==> config.mk <==
export PLATFORM = sky130hd
export DESIGN_NAME = tpw_top
export DESIGN_NICKNAME = d
export VERILOG_FILES = /design/src/rtl/tpw_pkg.sv /design/src/rtl/tpw_top.sv
export SDC_FILE = /design/constraint.sdc
export NUM_CORES = 2
export LEC_CHECK = 0
export ABC_AREA = 1
export BUFFER_PORTS_ARGS = -buffer_cell sky130_fd_sc_hd__clkbuf_2
export CORE_AREA = 2 2 258 323
export CTS_CLUSTER_SIZE = 14
export DETAILED_ROUTE_END_ITERATION = 8
export DIE_AREA = 0 0 260 325
export MAX_ROUTING_LAYER = met4
export PLACE_DENSITY = 0.71
export SETUP_SLACK_MARGIN = 0.3
export SLEW_MARGIN = 20
export SYNTH_ARGS = -nofsm -noshare
export SYNTH_HDL_FRONTEND = slang
export SYNTH_SLANG_ARGS = --single-unit
==> constraint.sdc <==
create_clock -name pclk -period 3.1 [get_ports pclk]
set_clock_uncertainty 0.05 [all_clocks]
set_input_delay 0.31 -clock pclk [delete_from_list [all_inputs] [get_ports pclk]]
set_output_delay 0.31 -clock pclk [all_outputs]
set_load 0.02 [all_outputs]
==> src/rtl/tpw_pkg.sv <==
// Purpose: Constants and carrier types for the timer based pulse unit
// Assumes: APB slave, 32-bit data, byte addresses in the low 8 bits
// Notes:   Single-register and range-end offsets, field positions and reset values are named here once
package tpw_pkg;

  //////////////////////////////////////////////////////////////////////////
  // Sizes
  localparam int NMR  = 7;
  localparam int NCAP = 4;
  localparam int NEM  = 4;
  localparam int NPWM = 6;

  //////////////////////////////////////////////////////////////////////////
  // Register byte offsets
  localparam logic [7:0] A_IR  = 8'h00;
  localparam logic [7:0] A_TCR = 8'h04;
  localparam logic [7:0] A_TC  = 8'h08;
  localparam logic [7:0] A_PR  = 8'h0C;
  localparam logic [7:0] A_PC  = 8'h10;
  localparam logic [7:0] A_MCR = 8'h14;
  localparam logic [7:0] A_MR0 = 8'h18;
  localparam logic [7:0] A_MR3 = 8'h24;
  localparam logic [7:0] A_CCR = 8'h28;
  localparam logic [7:0] A_CR0 = 8'h2C;
  localparam logic [7:0] A_CR3 = 8'h38;
  localparam logic [7:0] A_EMR = 8'h3C;
  localparam logic [7:0] A_MR4 = 8'h40;
  localparam logic [7:0] A_MR6 = 8'h48;
  localparam logic [7:0] A_PCR = 8'h4C;
  localparam logic [7:0] A_LER = 8'h50;

  //////////////////////////////////////////////////////////////////////////
  // Field positions
  localparam int TCR_EN      = 0;
  localparam int TCR_RST     = 1;
  localparam int TCR_PWM     = 3;
  localparam int IR_CAP_LSB  = 4;
  localparam int IR_MR4_LSB  = 8;
  localparam int EMR_EMC_LSB = 4;
  localparam int PCR_SEL_LSB = 0;
  localparam int PCR_ENA_LSB = 8;

  //////////////////////////////////////////////////////////////////////////
  // Reset values
  localparam logic [31:0] RST_WORD = 32'h0000_0000;
  localparam logic [10:0] RST_IR   = 11'h000;
  localparam logic [3:0]  RST_TCR  = 4'h0;
  localparam logic [20:0] RST_MCR  = 21'h00_0000;
  localparam logic [11:0] RST_CCR  = 12'h000;
  localparam logic [11:0] RST_EMR  = 12'h000;
  localparam logic [13:0] RST_PCR  = 14'h0000;
  localparam logic [6:0]  RST_LER  = 7'h00;

  //////////////////////////////////////////////////////////////////////////
  // External match actions
  localparam logic [1:0] EMC_NONE = 2'b00;
  localparam logic [1:0] EMC_LOW  = 2'b01;
  localparam logic [1:0] EMC_HIGH = 2'b10;
  localparam logic [1:0] EMC_TOG  = 2'b11;

  // Per match channel control: interrupt, reset, stop
  typedef struct packed {
    logic stop;
    logic rst;
    logic irq;
  } tpw_mact_s;

  // Per capture channel control: interrupt, falling, rising
  typedef struct packed {
    logic irq;
    logic fall;
    logic rise;
  } tpw_cact_s;

endpackage : tpw_pkg

==> src/rtl/tpw_top.sv <==
// Purpose: Timer with prescaler, match, capture and pulse width outputs
// Assumes: APB slave with zero wait states; capture inputs synchronous
// Notes:   Match values are shadowed; in pulse mode they load on release at cycle end
//
// The register offsets and the APB slave port were decided locally.
`timescale 1ns/1ps

module tpw_top
  import tpw_pkg::*;
(
  // Clock and reset
  input  wire logic              pclk,
  input  wire logic              presetn,
  // APB slave
  input  wire logic              psel,
  input  wire logic              penable,
  input  wire logic              pwrite,
  input  wire logic [7:0]        paddr,
  input  wire logic [31:0]       pwdata,
  output logic      [31:0]       prdata,
  output logic                   pready,
  output logic                   pslverr,
  // Capture inputs
  input  wire logic [NCAP-1:0]   cap_in,
  // Pins and status
  output logic [NPWM-1:0]        pwm_out,
  output logic [NEM-1:0]         mat_out,
  output logic                   irq
);

  ////////////////////////////////////////////////////////////////////////////
  // State
  logic [10:0]       ir_reg;
  logic [3:0]        tcr_reg;
  logic [31:0]       tc_reg;
  logic [31:0]       pr_reg;
  logic [31:0]       pc_reg;
  logic [20:0]       mcr_reg;
  logic [11:0]       ccr_reg;
  logic [11:0]       emr_reg;
  logic [13:0]       pcr_reg;
  logic [6:0]        ler_reg;
  logic [31:0]       mr_sh_reg [NMR];
  logic [31:0]       mr_reg    [NMR];
  logic [31:0]       cr_reg    [NCAP];
  logic [NCAP-1:0]   cap_prev_reg;
  logic              tc_new_reg;
  logic [NPWM-1:0]   pwm_q_reg;
  logic [NPWM-1:0]   pwm_next;

  // Decoded bus strobes and timer events
  logic              acc;
  logic              wr;
  logic              tick;
  logic              cyc_end;
  logic              tc_zero;
  logic [NMR-1:0]    hit;
  logic [NMR-1:0]    match;
  logic [NCAP-1:0]   cap_evt;
  logic [10:0]       ir_set;
  logic              mr_stop;
  logic              mr_rst;

  ////////////////////////////////////////////////////////////////////////////
  // Helpers

  // Match register index for an address, NMR when not a match register
  function automatic logic [2:0] mr_index(input logic [7:0] a);
    logic [2:0] r;
    r = 3'(NMR);
    if (a >= A_MR0 && a <= A_MR3) begin
      r = 3'((a - A_MR0) >> 2);
    end else if (a >= A_MR4 && a <= A_MR6) begin
      r = 3'(((a - A_MR4) >> 2) + 8'd4);
    end
    return r;
  endfunction : mr_index

  // Match control of channel i
  function automatic tpw_mact_s mact(input logic [20:0] m, input int i);
    return tpw_mact_s'(m[3*i +: 3]);
  endfunction : mact

  // Capture control of channel i
  function automatic tpw_cact_s cact(input logic [11:0] c, input int i);
    return tpw_cact_s'(c[3*i +: 3]);
  endfunction : cact

  // Interrupt register bit for match i
  function automatic int ir_bit(input int i);
    return (i < NEM) ? i : IR_MR4_LSB + i - NEM;
  endfunction : ir_bit

  ////////////////////////////////////////////////////////////////////////////
  // APB strobes: zero wait states, access completes at the first access edge
  assign acc = psel & penable & pready;
  assign wr  = acc & pwrite;

  ////////////////////////////////////////////////////////////////////////////
  // Match and capture events

  // Prescale rollover; no tick while the counter is held or disabled
  assign tick = tcr_reg[TCR_EN] & ~tcr_reg[TCR_RST] & (pc_reg == pr_reg);
  // End of a pulse cycle: the count leaves the rate value
  assign cyc_end = tick & (tc_reg == mr_reg[0]) & mact(mcr_reg, 0).rst;
  assign tc_zero = (tc_reg == RST_WORD);

  always_comb begin
    ir_set  = RST_IR;
    mr_stop = 1'b0;
    mr_rst  = 1'b0;
    for (int i = 0; i < NMR; i++) begin
      hit[i] = (tc_reg == mr_reg[i]);
      // A fresh count equal to the value is one match event; values above
      // the rate are never reached, so they never act
      match[i] = tc_new_reg & hit[i];
      // In pulse mode a value of zero acts as the rate value
      if (i > 0 && tcr_reg[TCR_PWM] && mr_reg[i] == RST_WORD) begin
        match[i] = tc_new_reg & (tc_reg == mr_reg[0]);
      end
      if (match[i] && mact(mcr_reg, i).irq) begin
        ir_set[ir_bit(i)] = 1'b1;
      end
      mr_stop = mr_stop | (match[i] & mact(mcr_reg, i).stop);
      mr_rst  = mr_rst | (tick & hit[i] & mact(mcr_reg, i).rst);
    end
    for (int c = 0; c < NCAP; c++) begin
      cap_evt[c] = (cact(ccr_reg, c).rise & ~cap_prev_reg[c] & cap_in[c])
                 | (cact(ccr_reg, c).fall & cap_prev_reg[c] & ~cap_in[c]);
      if (cap_evt[c] && cact(ccr_reg, c).irq) begin
        ir_set[IR_CAP_LSB + c] = 1'b1;
      end
    end
  end

  ////////////////////////////////////////////////////////////////////////////
  // Prescaler and timer counter
  always_ff @(posedge pclk or negedge presetn) begin
    if (!presetn) begin
      pc_reg     <= RST_WORD;
      tc_reg     <= RST_WORD;
      tc_new_reg <= 1'b0;
    end else begin
      tc_new_reg <= 1'b0;
      if (tcr_reg[TCR_RST]) begin
        pc_reg <= RST_WORD;
        tc_reg <= RST_WORD;
      end else if (wr && paddr == A_TC) begin
        tc_reg     <= pwdata;
        tc_new_reg <= 1'b1;
      end else if (tick && !mr_stop) begin
        // Stop on match freezes both counters in the stopping clock
        pc_reg     <= RST_WORD;
        tc_new_reg <= 1'b1;
        // Reset at the end of the matching cycle gives it full length
        tc_reg     <= mr_rst ? RST_WORD : tc_reg + 32'h0000_0001;
      end else if (tcr_reg[TCR_EN] && !mr_stop) begin
        pc_reg <= pc_reg + 32'h0000_0001;
      end
      if (wr && paddr == A_PC) begin
        pc_reg <= pwdata;
      end
    end
  end

  ////////////////////////////////////////////////////////////////////////////
  // Timer control: stop on match drops the enable one clock after the match
  always_ff @(posedge pclk or negedge presetn) begin
    if (!presetn) begin
      tcr_reg <= RST_TCR;
    end else begin
      if (wr && paddr == A_TCR) begin
        tcr_reg <= {pwdata[TCR_PWM], 1'b0, pwdata[TCR_RST], pwdata[TCR_EN]};
      end
      if (mr_stop) begin
        tcr_reg[TCR_EN] <= 1'b0;
      end
    end
  end

  ////////////////////////////////////////////////////////////////////////////
  // Plain configuration registers
  always_ff @(posedge pclk or negedge presetn) begin
    if (!presetn) begin
      pr_reg  <= RST_WORD;
      mcr_reg <= RST_MCR;
      ccr_reg <= RST_CCR;
      pcr_reg <= RST_PCR;
    end else if (wr) begin
      case (paddr)
        A_PR:    pr_reg  <= pwdata;
        A_MCR:   mcr_reg <= pwdata[20:0];
        A_CCR:   ccr_reg <= pwdata[11:0];
        A_PCR:   pcr_reg <= pwdata[13:0];
        default: pr_reg  <= pr_reg;
      endcase
    end
  end

  ////////////////////////////////////////////////////////////////////////////
  // Interrupt flags: write one clears, a new event in the same cycle wins
  always_ff @(posedge pclk or negedge presetn) begin
    if (!presetn) begin
      ir_reg <= RST_IR;
    end else if (wr && paddr == A_IR) begin
      ir_reg <= (ir_reg & ~pwdata[10:0]) | ir_set;
    end else begin
      ir_reg <= ir_reg | ir_set;
    end
  end

  ////////////////////////////////////////////////////////////////////////////
  // Match values: shadow on write, live copy loaded on release in pulse mode, on write otherwise
  // Loading only at the cycle end keeps a half old, half new pulse away
  always_ff @(posedge pclk or negedge presetn) begin
    if (!presetn) begin
      ler_reg <= RST_LER;
      for (int i = 0; i < NMR; i++) begin
        mr_sh_reg[i] <= RST_WORD;
        mr_reg[i]    <= RST_WORD;
      end
    end else begin
      for (int i = 0; i < NMR; i++) begin
        if (wr && mr_index(paddr) == 3'(i)) begin
          mr_sh_reg[i] <= pwdata;
          if (!tcr_reg[TCR_PWM]) begin
            mr_reg[i] <= pwdata;
          end
        end
        if (tcr_reg[TCR_PWM] && cyc_end && ler_reg[i]) begin
          mr_reg[i]  <= mr_sh_reg[i];
          ler_reg[i] <= 1'b0;
        end
      end
      // A release written in the loading cycle still counts; loaded bits stay clear
      if (wr && paddr == A_LER) begin
        ler_reg <= (cyc_end && tcr_reg[TCR_PWM] ? RST_LER : ler_reg) | pwdata[6:0];
      end
    end
  end

  ////////////////////////////////////////////////////////////////////////////
  // Capture channels
  always_ff @(posedge pclk or negedge presetn) begin
    if (!presetn) begin
      cap_prev_reg <= '0;
      for (int c = 0; c < NCAP; c++) begin
        cr_reg[c] <= RST_WORD;
      end
    end else begin
      cap_prev_reg <= cap_in;
      for (int c = 0; c < NCAP; c++) begin
        if (cap_evt[c]) begin
          cr_reg[c] <= tc_reg;
        end
      end
    end
  end

  ////////////////////////////////////////////////////////////////////////////
  // External match outputs
  always_ff @(posedge pclk or negedge presetn) begin
    if (!presetn) begin
      emr_reg <= RST_EMR;
    end else begin
      if (wr && paddr == A_EMR) begin
        emr_reg <= pwdata[11:0];
      end
      for (int e = 0; e < NEM; e++) begin
        if (match[e]) begin
          case (emr_reg[EMR_EMC_LSB + 2*e +: 2])
            EMC_LOW:  emr_reg[e] <= 1'b0;
            EMC_HIGH: emr_reg[e] <= 1'b1;
            EMC_TOG:  emr_reg[e] <= ~emr_reg[e];
            default:  emr_reg[e] <= emr_reg[e];
          endcase
        end
      end
    end
  end

  ////////////////////////////////////////////////////////////////////////////
  // Pulse flip-flops: set source chosen per channel, clear has priority
  always_comb begin
    for (int n = 1; n <= NPWM; n++) begin
      logic set_n;
      set_n = 1'b0;
      // Channel one sees match zero either way
      set_n = pcr_reg[PCR_SEL_LSB + n - 1] ? match[n-1] : match[0];
      if (match[n]) begin
        pwm_next[n-1] = 1'b0;
      end else if (set_n) begin
        pwm_next[n-1] = 1'b1;
      end else begin
        pwm_next[n-1] = pwm_q_reg[n-1];
      end
    end
  end

  // Pins follow the pulse state when enabled; the state advances only in pulse mode
  always_ff @(posedge pclk or negedge presetn) begin
    if (!presetn) begin
      pwm_q_reg <= '0;
      pwm_out   <= '0;
    end else begin
      if (tcr_reg[TCR_PWM]) begin
        pwm_q_reg <= pwm_next;
      end
      pwm_out <= pwm_q_reg & pcr_reg[PCR_ENA_LSB +: NPWM];
    end
  end

  ////////////////////////////////////////////////////////////////////////////
  // Status outputs from flip-flops
  always_ff @(posedge pclk or negedge presetn) begin
    if (!presetn) begin
      mat_out <= '0;
      irq     <= 1'b0;
    end else begin
      mat_out <= emr_reg[NEM-1:0];
      irq     <= |ir_reg;
    end
  end

  ////////////////////////////////////////////////////////////////////////////
  // APB read path: data is captured in the setup cycle
  always_ff @(posedge pclk or negedge presetn) begin
    if (!presetn) begin
      prdata  <= RST_WORD;
      pready  <= 1'b0;
      pslverr <= 1'b0;
    end else if (psel && !penable && !pready) begin
      pready  <= 1'b1;
      pslverr <= 1'b0;
      prdata  <= RST_WORD;
      if (mr_index(paddr) != 3'(NMR)) begin
        prdata <= mr_sh_reg[mr_index(paddr)];
      end else if (paddr >= A_CR0 && paddr <= A_CR3 && paddr[1:0] == 2'b00) begin
        prdata <= cr_reg[2'((paddr - A_CR0) >> 2)];
      end else begin
        case (paddr)
          A_IR:    prdata <= {21'h00_0000, ir_reg};
          A_TCR:   prdata <= {28'h000_0000, tcr_reg};
          A_TC:    prdata <= tc_reg;
          A_PR:    prdata <= pr_reg;
          A_PC:    prdata <= pc_reg;
          A_MCR:   prdata <= {11'h000, mcr_reg};
          A_CCR:   prdata <= {20'h0_0000, ccr_reg};
          A_EMR:   prdata <= {20'h0_0000, emr_reg};
          A_PCR:   prdata <= {18'h0_0000, pcr_reg};
          A_LER:   prdata <= {25'h000_0000, ler_reg};
          default: pslverr <= 1'b1;
        endcase
      end
    end else if (acc) begin
      pready  <= 1'b0;
      pslverr <= 1'b0;
    end
  end

endmodule : tpw_top

==> results.toml <==
[critical_path]
cp_slowest_stage_delay_ps = 410
crit_path_start_kind = "flip-flop"
cpMostUsedCell = "buf_12"
worstPathArrival_ps = 3460
cp-startpoint = "tc_reg[22]$_DFFE_PN0P_"
worstPathRequired_ps = 3630
r2r_start = "tc_reg[22]$_DFFE_PN0P_"
crit_buf_inv = 5
cp.depth = 16
crit_fanout = 9
worst-r2r-cell-count = 16
worstSetupPathType = "flip-flop to flip-flop"
crit_path_top_delay_cell = "dfrtp_1"
endpoint = "tc_reg[5]$_DFFE_PN0P_"
crit_path_end_kind = "flip-flop"
path_cells = "buf_12 > clkinvlp_4 > nand2_1 > nand4_1 > nor2_1 > nand2_1 > nor2_1 > buf_4 > nand4_1 > a21oi_2 > nor2_2 > nand3_4 > nand3_4 > buf_12 > buf_12 > o21ai_4"
rr_endpoint = "tc_reg[5]$_DFFE_PN0P_"
cpLargestDelayFamily = "simple AND/OR/NAND/NOR gates"
r2r_slack_ps = 170

[routing]
vias = 46100
wl_um = 196000
ant_nets = 0
viasPerCell = 6.11
avgRoutedWirePerCell_um = 26.0
drc = 0
firstDrtPassIters = 6
drt_iter0_markers = 6334

[global_routing]
grt_pass1_wl_um = 280000
grtUsageMet2 = 0.678
grt-ovfl-total = 0
grtUsageMet1 = 0.591
grt_max_degree = 101
antenna_found_initial = 7
grt_busiest_layer = "met2"
use_met3 = 0.0944
grt_pass1_vias = 43200
track_usage = 0.462

[floorplan]
die_area_mm2 = 0.0845
die_x_um = 260
start_util = 0.546
die_h_um = 325
num_io_pins = 94
rows = 117
core-area_mm2 = 0.0812

[logic_synthesis]
ys_seq_area_frac = 0.456
syn_area_mm2 = 0.0444
synth_area_per_cell_um2 = 7.30
syn_nets = 6140
syn_inst = 6076
ys_types = 50
synth_warnings = 0
synth-seq-cells = 808

[run_status]
status = "complete, no violations"

[finish]
syn2layout_area_growth_pct = 21.7
stdcell_count = 7546
fin_nets = 6463
fillers = 7160
drive_above_1_share = 0.174

[clock_tree]
clk_latency_ps = 700
h-tree-depth = 3
cts_buffer_depth = 3
clock-sinks = 808
clk_pin_slew_ps = 70
cts_tree = "yes"
root_buffer = "clkbuf_16"
cts_made_buffers = 84

[placement]
port_buffers = 93
place_ws_ps = -52.8
gp_congestion = 1.08
place_hpwl_um = 144000
dp_cells = 7308

[power]
vdd_drop_max_uv = 679
p_leak_nw = 26.0
p_per_area_mw_per_mm2 = 536

[sta]
max_slew_margin = 0.277
setup_slack_ps = 172
rsz0062_at_grt = "yes"
fin_setup_tns_ps = 0
max_clock_freq_ghz = 0.342
drv_slew = 0
finalCritPeriodShare = 0.944
max_slew.worst_pin.slew_ps = 1080
finalHoldViolCount = 0
period_minus_slack_ps = 2930
setup_viol = 0

[min_path]
min_path_type = "input pin to flip-flop"

[flow_run]
maxCapViolations = 0
how the worst min path moves through the flow:
stage	start	to	slack, ps	cells after the start
floorplan	presetn	cap_prev_reg[0]$_DFF_PN0_	-40	0
global placement	presetn	tc_reg[8]$_DFFE_PN0P_	300	1
detailed placement	presetn	tc_reg[8]$_DFFE_PN0P_	310	1
CTS	psel	pready$_DFFE_PN0P_	20	4
global route	psel	pready$_DFFE_PN0P_	60	4
finish	psel	pready$_DFFE_PN0P_	4	4
stage by stage:
stage,hold WS (ps),power [mW],cell area [um^2],util
floorplan,-35.6,15.3,44400,-
detailed placement,314,17.9,48800,0.600
finish,4.20,29.0,54000,0.665
global route,56.4,29.9,54000,0.665
global placement,305,17.8,48800,0.600
CTS,15.2,28.4,51800,0.638
kinds of logic after synthesis:
family,Yosys count,share of synthesized area
XOR/XNOR,204,0.0403
adder cells (fa/ha/maj),15,0.00423
AO/OA/AOI/OAI,1031,0.126
buffers and inverters,961,0.0883
AND/OR/NAND/NOR,3054,0.285
flip-flops,808,0.456
multiplexers,3,0.000677
final cells by class:
cell class	count	area, um^2	share of cell area
multi-input combinational	4307	21700	0.401
sequential	808	20200	0.375
timing repair buffer	600	5650	0.105
clock buffer	116	2410	0.0446
inverter	598	2300	0.0425
tap	1071	1340	0.0248
clock inverter	40	424	0.00785
antenna	6	15.0	0.000278
worst min-delay path, cell delays in order:
cell and delay (ps):
clkbuf_2 80, inv_1 80, nor3_1 80, o21ai_0 140
where the power goes:
group | total [mW] | switching [mW] | internal [mW] | leakage (nW)
Clock | 10.6 | 4.71 | 5.92 | 1.39
Combinational | 5.80 | 3.82 | 1.97 | 14.7
Sequential | 12.5 | 0.945 | 11.6 | 9.85
cells in the final DEF, fill, tap and decap left out, types with 16 or more instances in the layout:
master / n
a21oi_1: 63
buf_12: 76
buf_4: 371
buf_6: 37
clkbuf_16: 95
clkbuf_2: 92
clkbuf_8: 19
clkinv_2: 20
dfrtp_1: 788
dfrtp_2: 20
inv_1: 543
inv_2: 29
nand2_1: 1938
nand2_2: 84
nand2_4: 18
nand3_1: 346
nand3_2: 30
nand4_1: 144
nor2_1: 309
nor2_2: 60
nor2_4: 28
nor3_1: 31
o2111ai_1: 16
o21ai_0: 701
o21ai_1: 54
o22ai_1: 87
o32ai_1: 32
xnor2_1: 147
xnor2_2: 18
xor2_1: 36
repair_timing:
| item | in CTS | in global routing |
|---|---|---|
| endpoints found under the setup margin | 285 | 296 |
| cloned | 0 | 16 |
| setup buffers | 10 | 44 |
| gates resized for setup | 36 | 391 |
| endpoints found under the hold margin | 39 | 0 |
| pin swaps | 6 | 109 |
| hold buffers | 6 | 0 |
Yosys cell counts (all sizes together):
| library cell | number | area, um^2 |
|---|---|---|
| o221ai | 11 | 96.3 |
| o21a | 1 | 7.51 |
| o211ai | 7 | 52.6 |
| nor3b | 2 | 15.0 |
| o31ai | 8 | 60.1 |
| mux2i | 3 | 30.0 |
| a221oi | 11 | 96.3 |
| dfrtp | 808 | 20200 |
| or3 | 1 | 6.26 |
| nor3 | 44 | 240 |
| a21oi | 76 | 384 |
| nor2 | 398 | 1560 |
| nand2 | 2044 | 7740 |
| or2 | 13 | 81.3 |
| xnor2 | 168 | 1470 |
| xor2 | 36 | 315 |
| nand4 | 144 | 901 |
| nor4 | 20 | 125 |
| nand2b | 2 | 12.5 |
| clkinv | 14 | 52.6 |
| inv | 584 | 2200 |
| a31oi | 1 | 6.26 |
| clkbuf | 215 | 807 |
| nand3 | 383 | 1940 |
| o21ai | 774 | 3870 |
| buf | 148 | 861 |
| a22oi | 1 | 7.51 |
| o32ai | 32 | 280 |
| a22o | 2 | 17.5 |
| and3 | 1 | 6.26 |
| o22a | 3 | 26.3 |
| ha | 15 | 188 |
| o22ai | 88 | 551 |
| nand3b | 2 | 15.0 |
| o2111ai | 16 | 140 |
metal layers:
metal | vias to the layer above | share of wire
met4 | 0 | 0.084
li1 | 20200 | -
met5 | - | 0
met1 | 21900 | 0.37
met3 | 819 | 0.11
met2 | 3132 | 0.44
No activity file was read; power rests on OpenSTA's default activity.
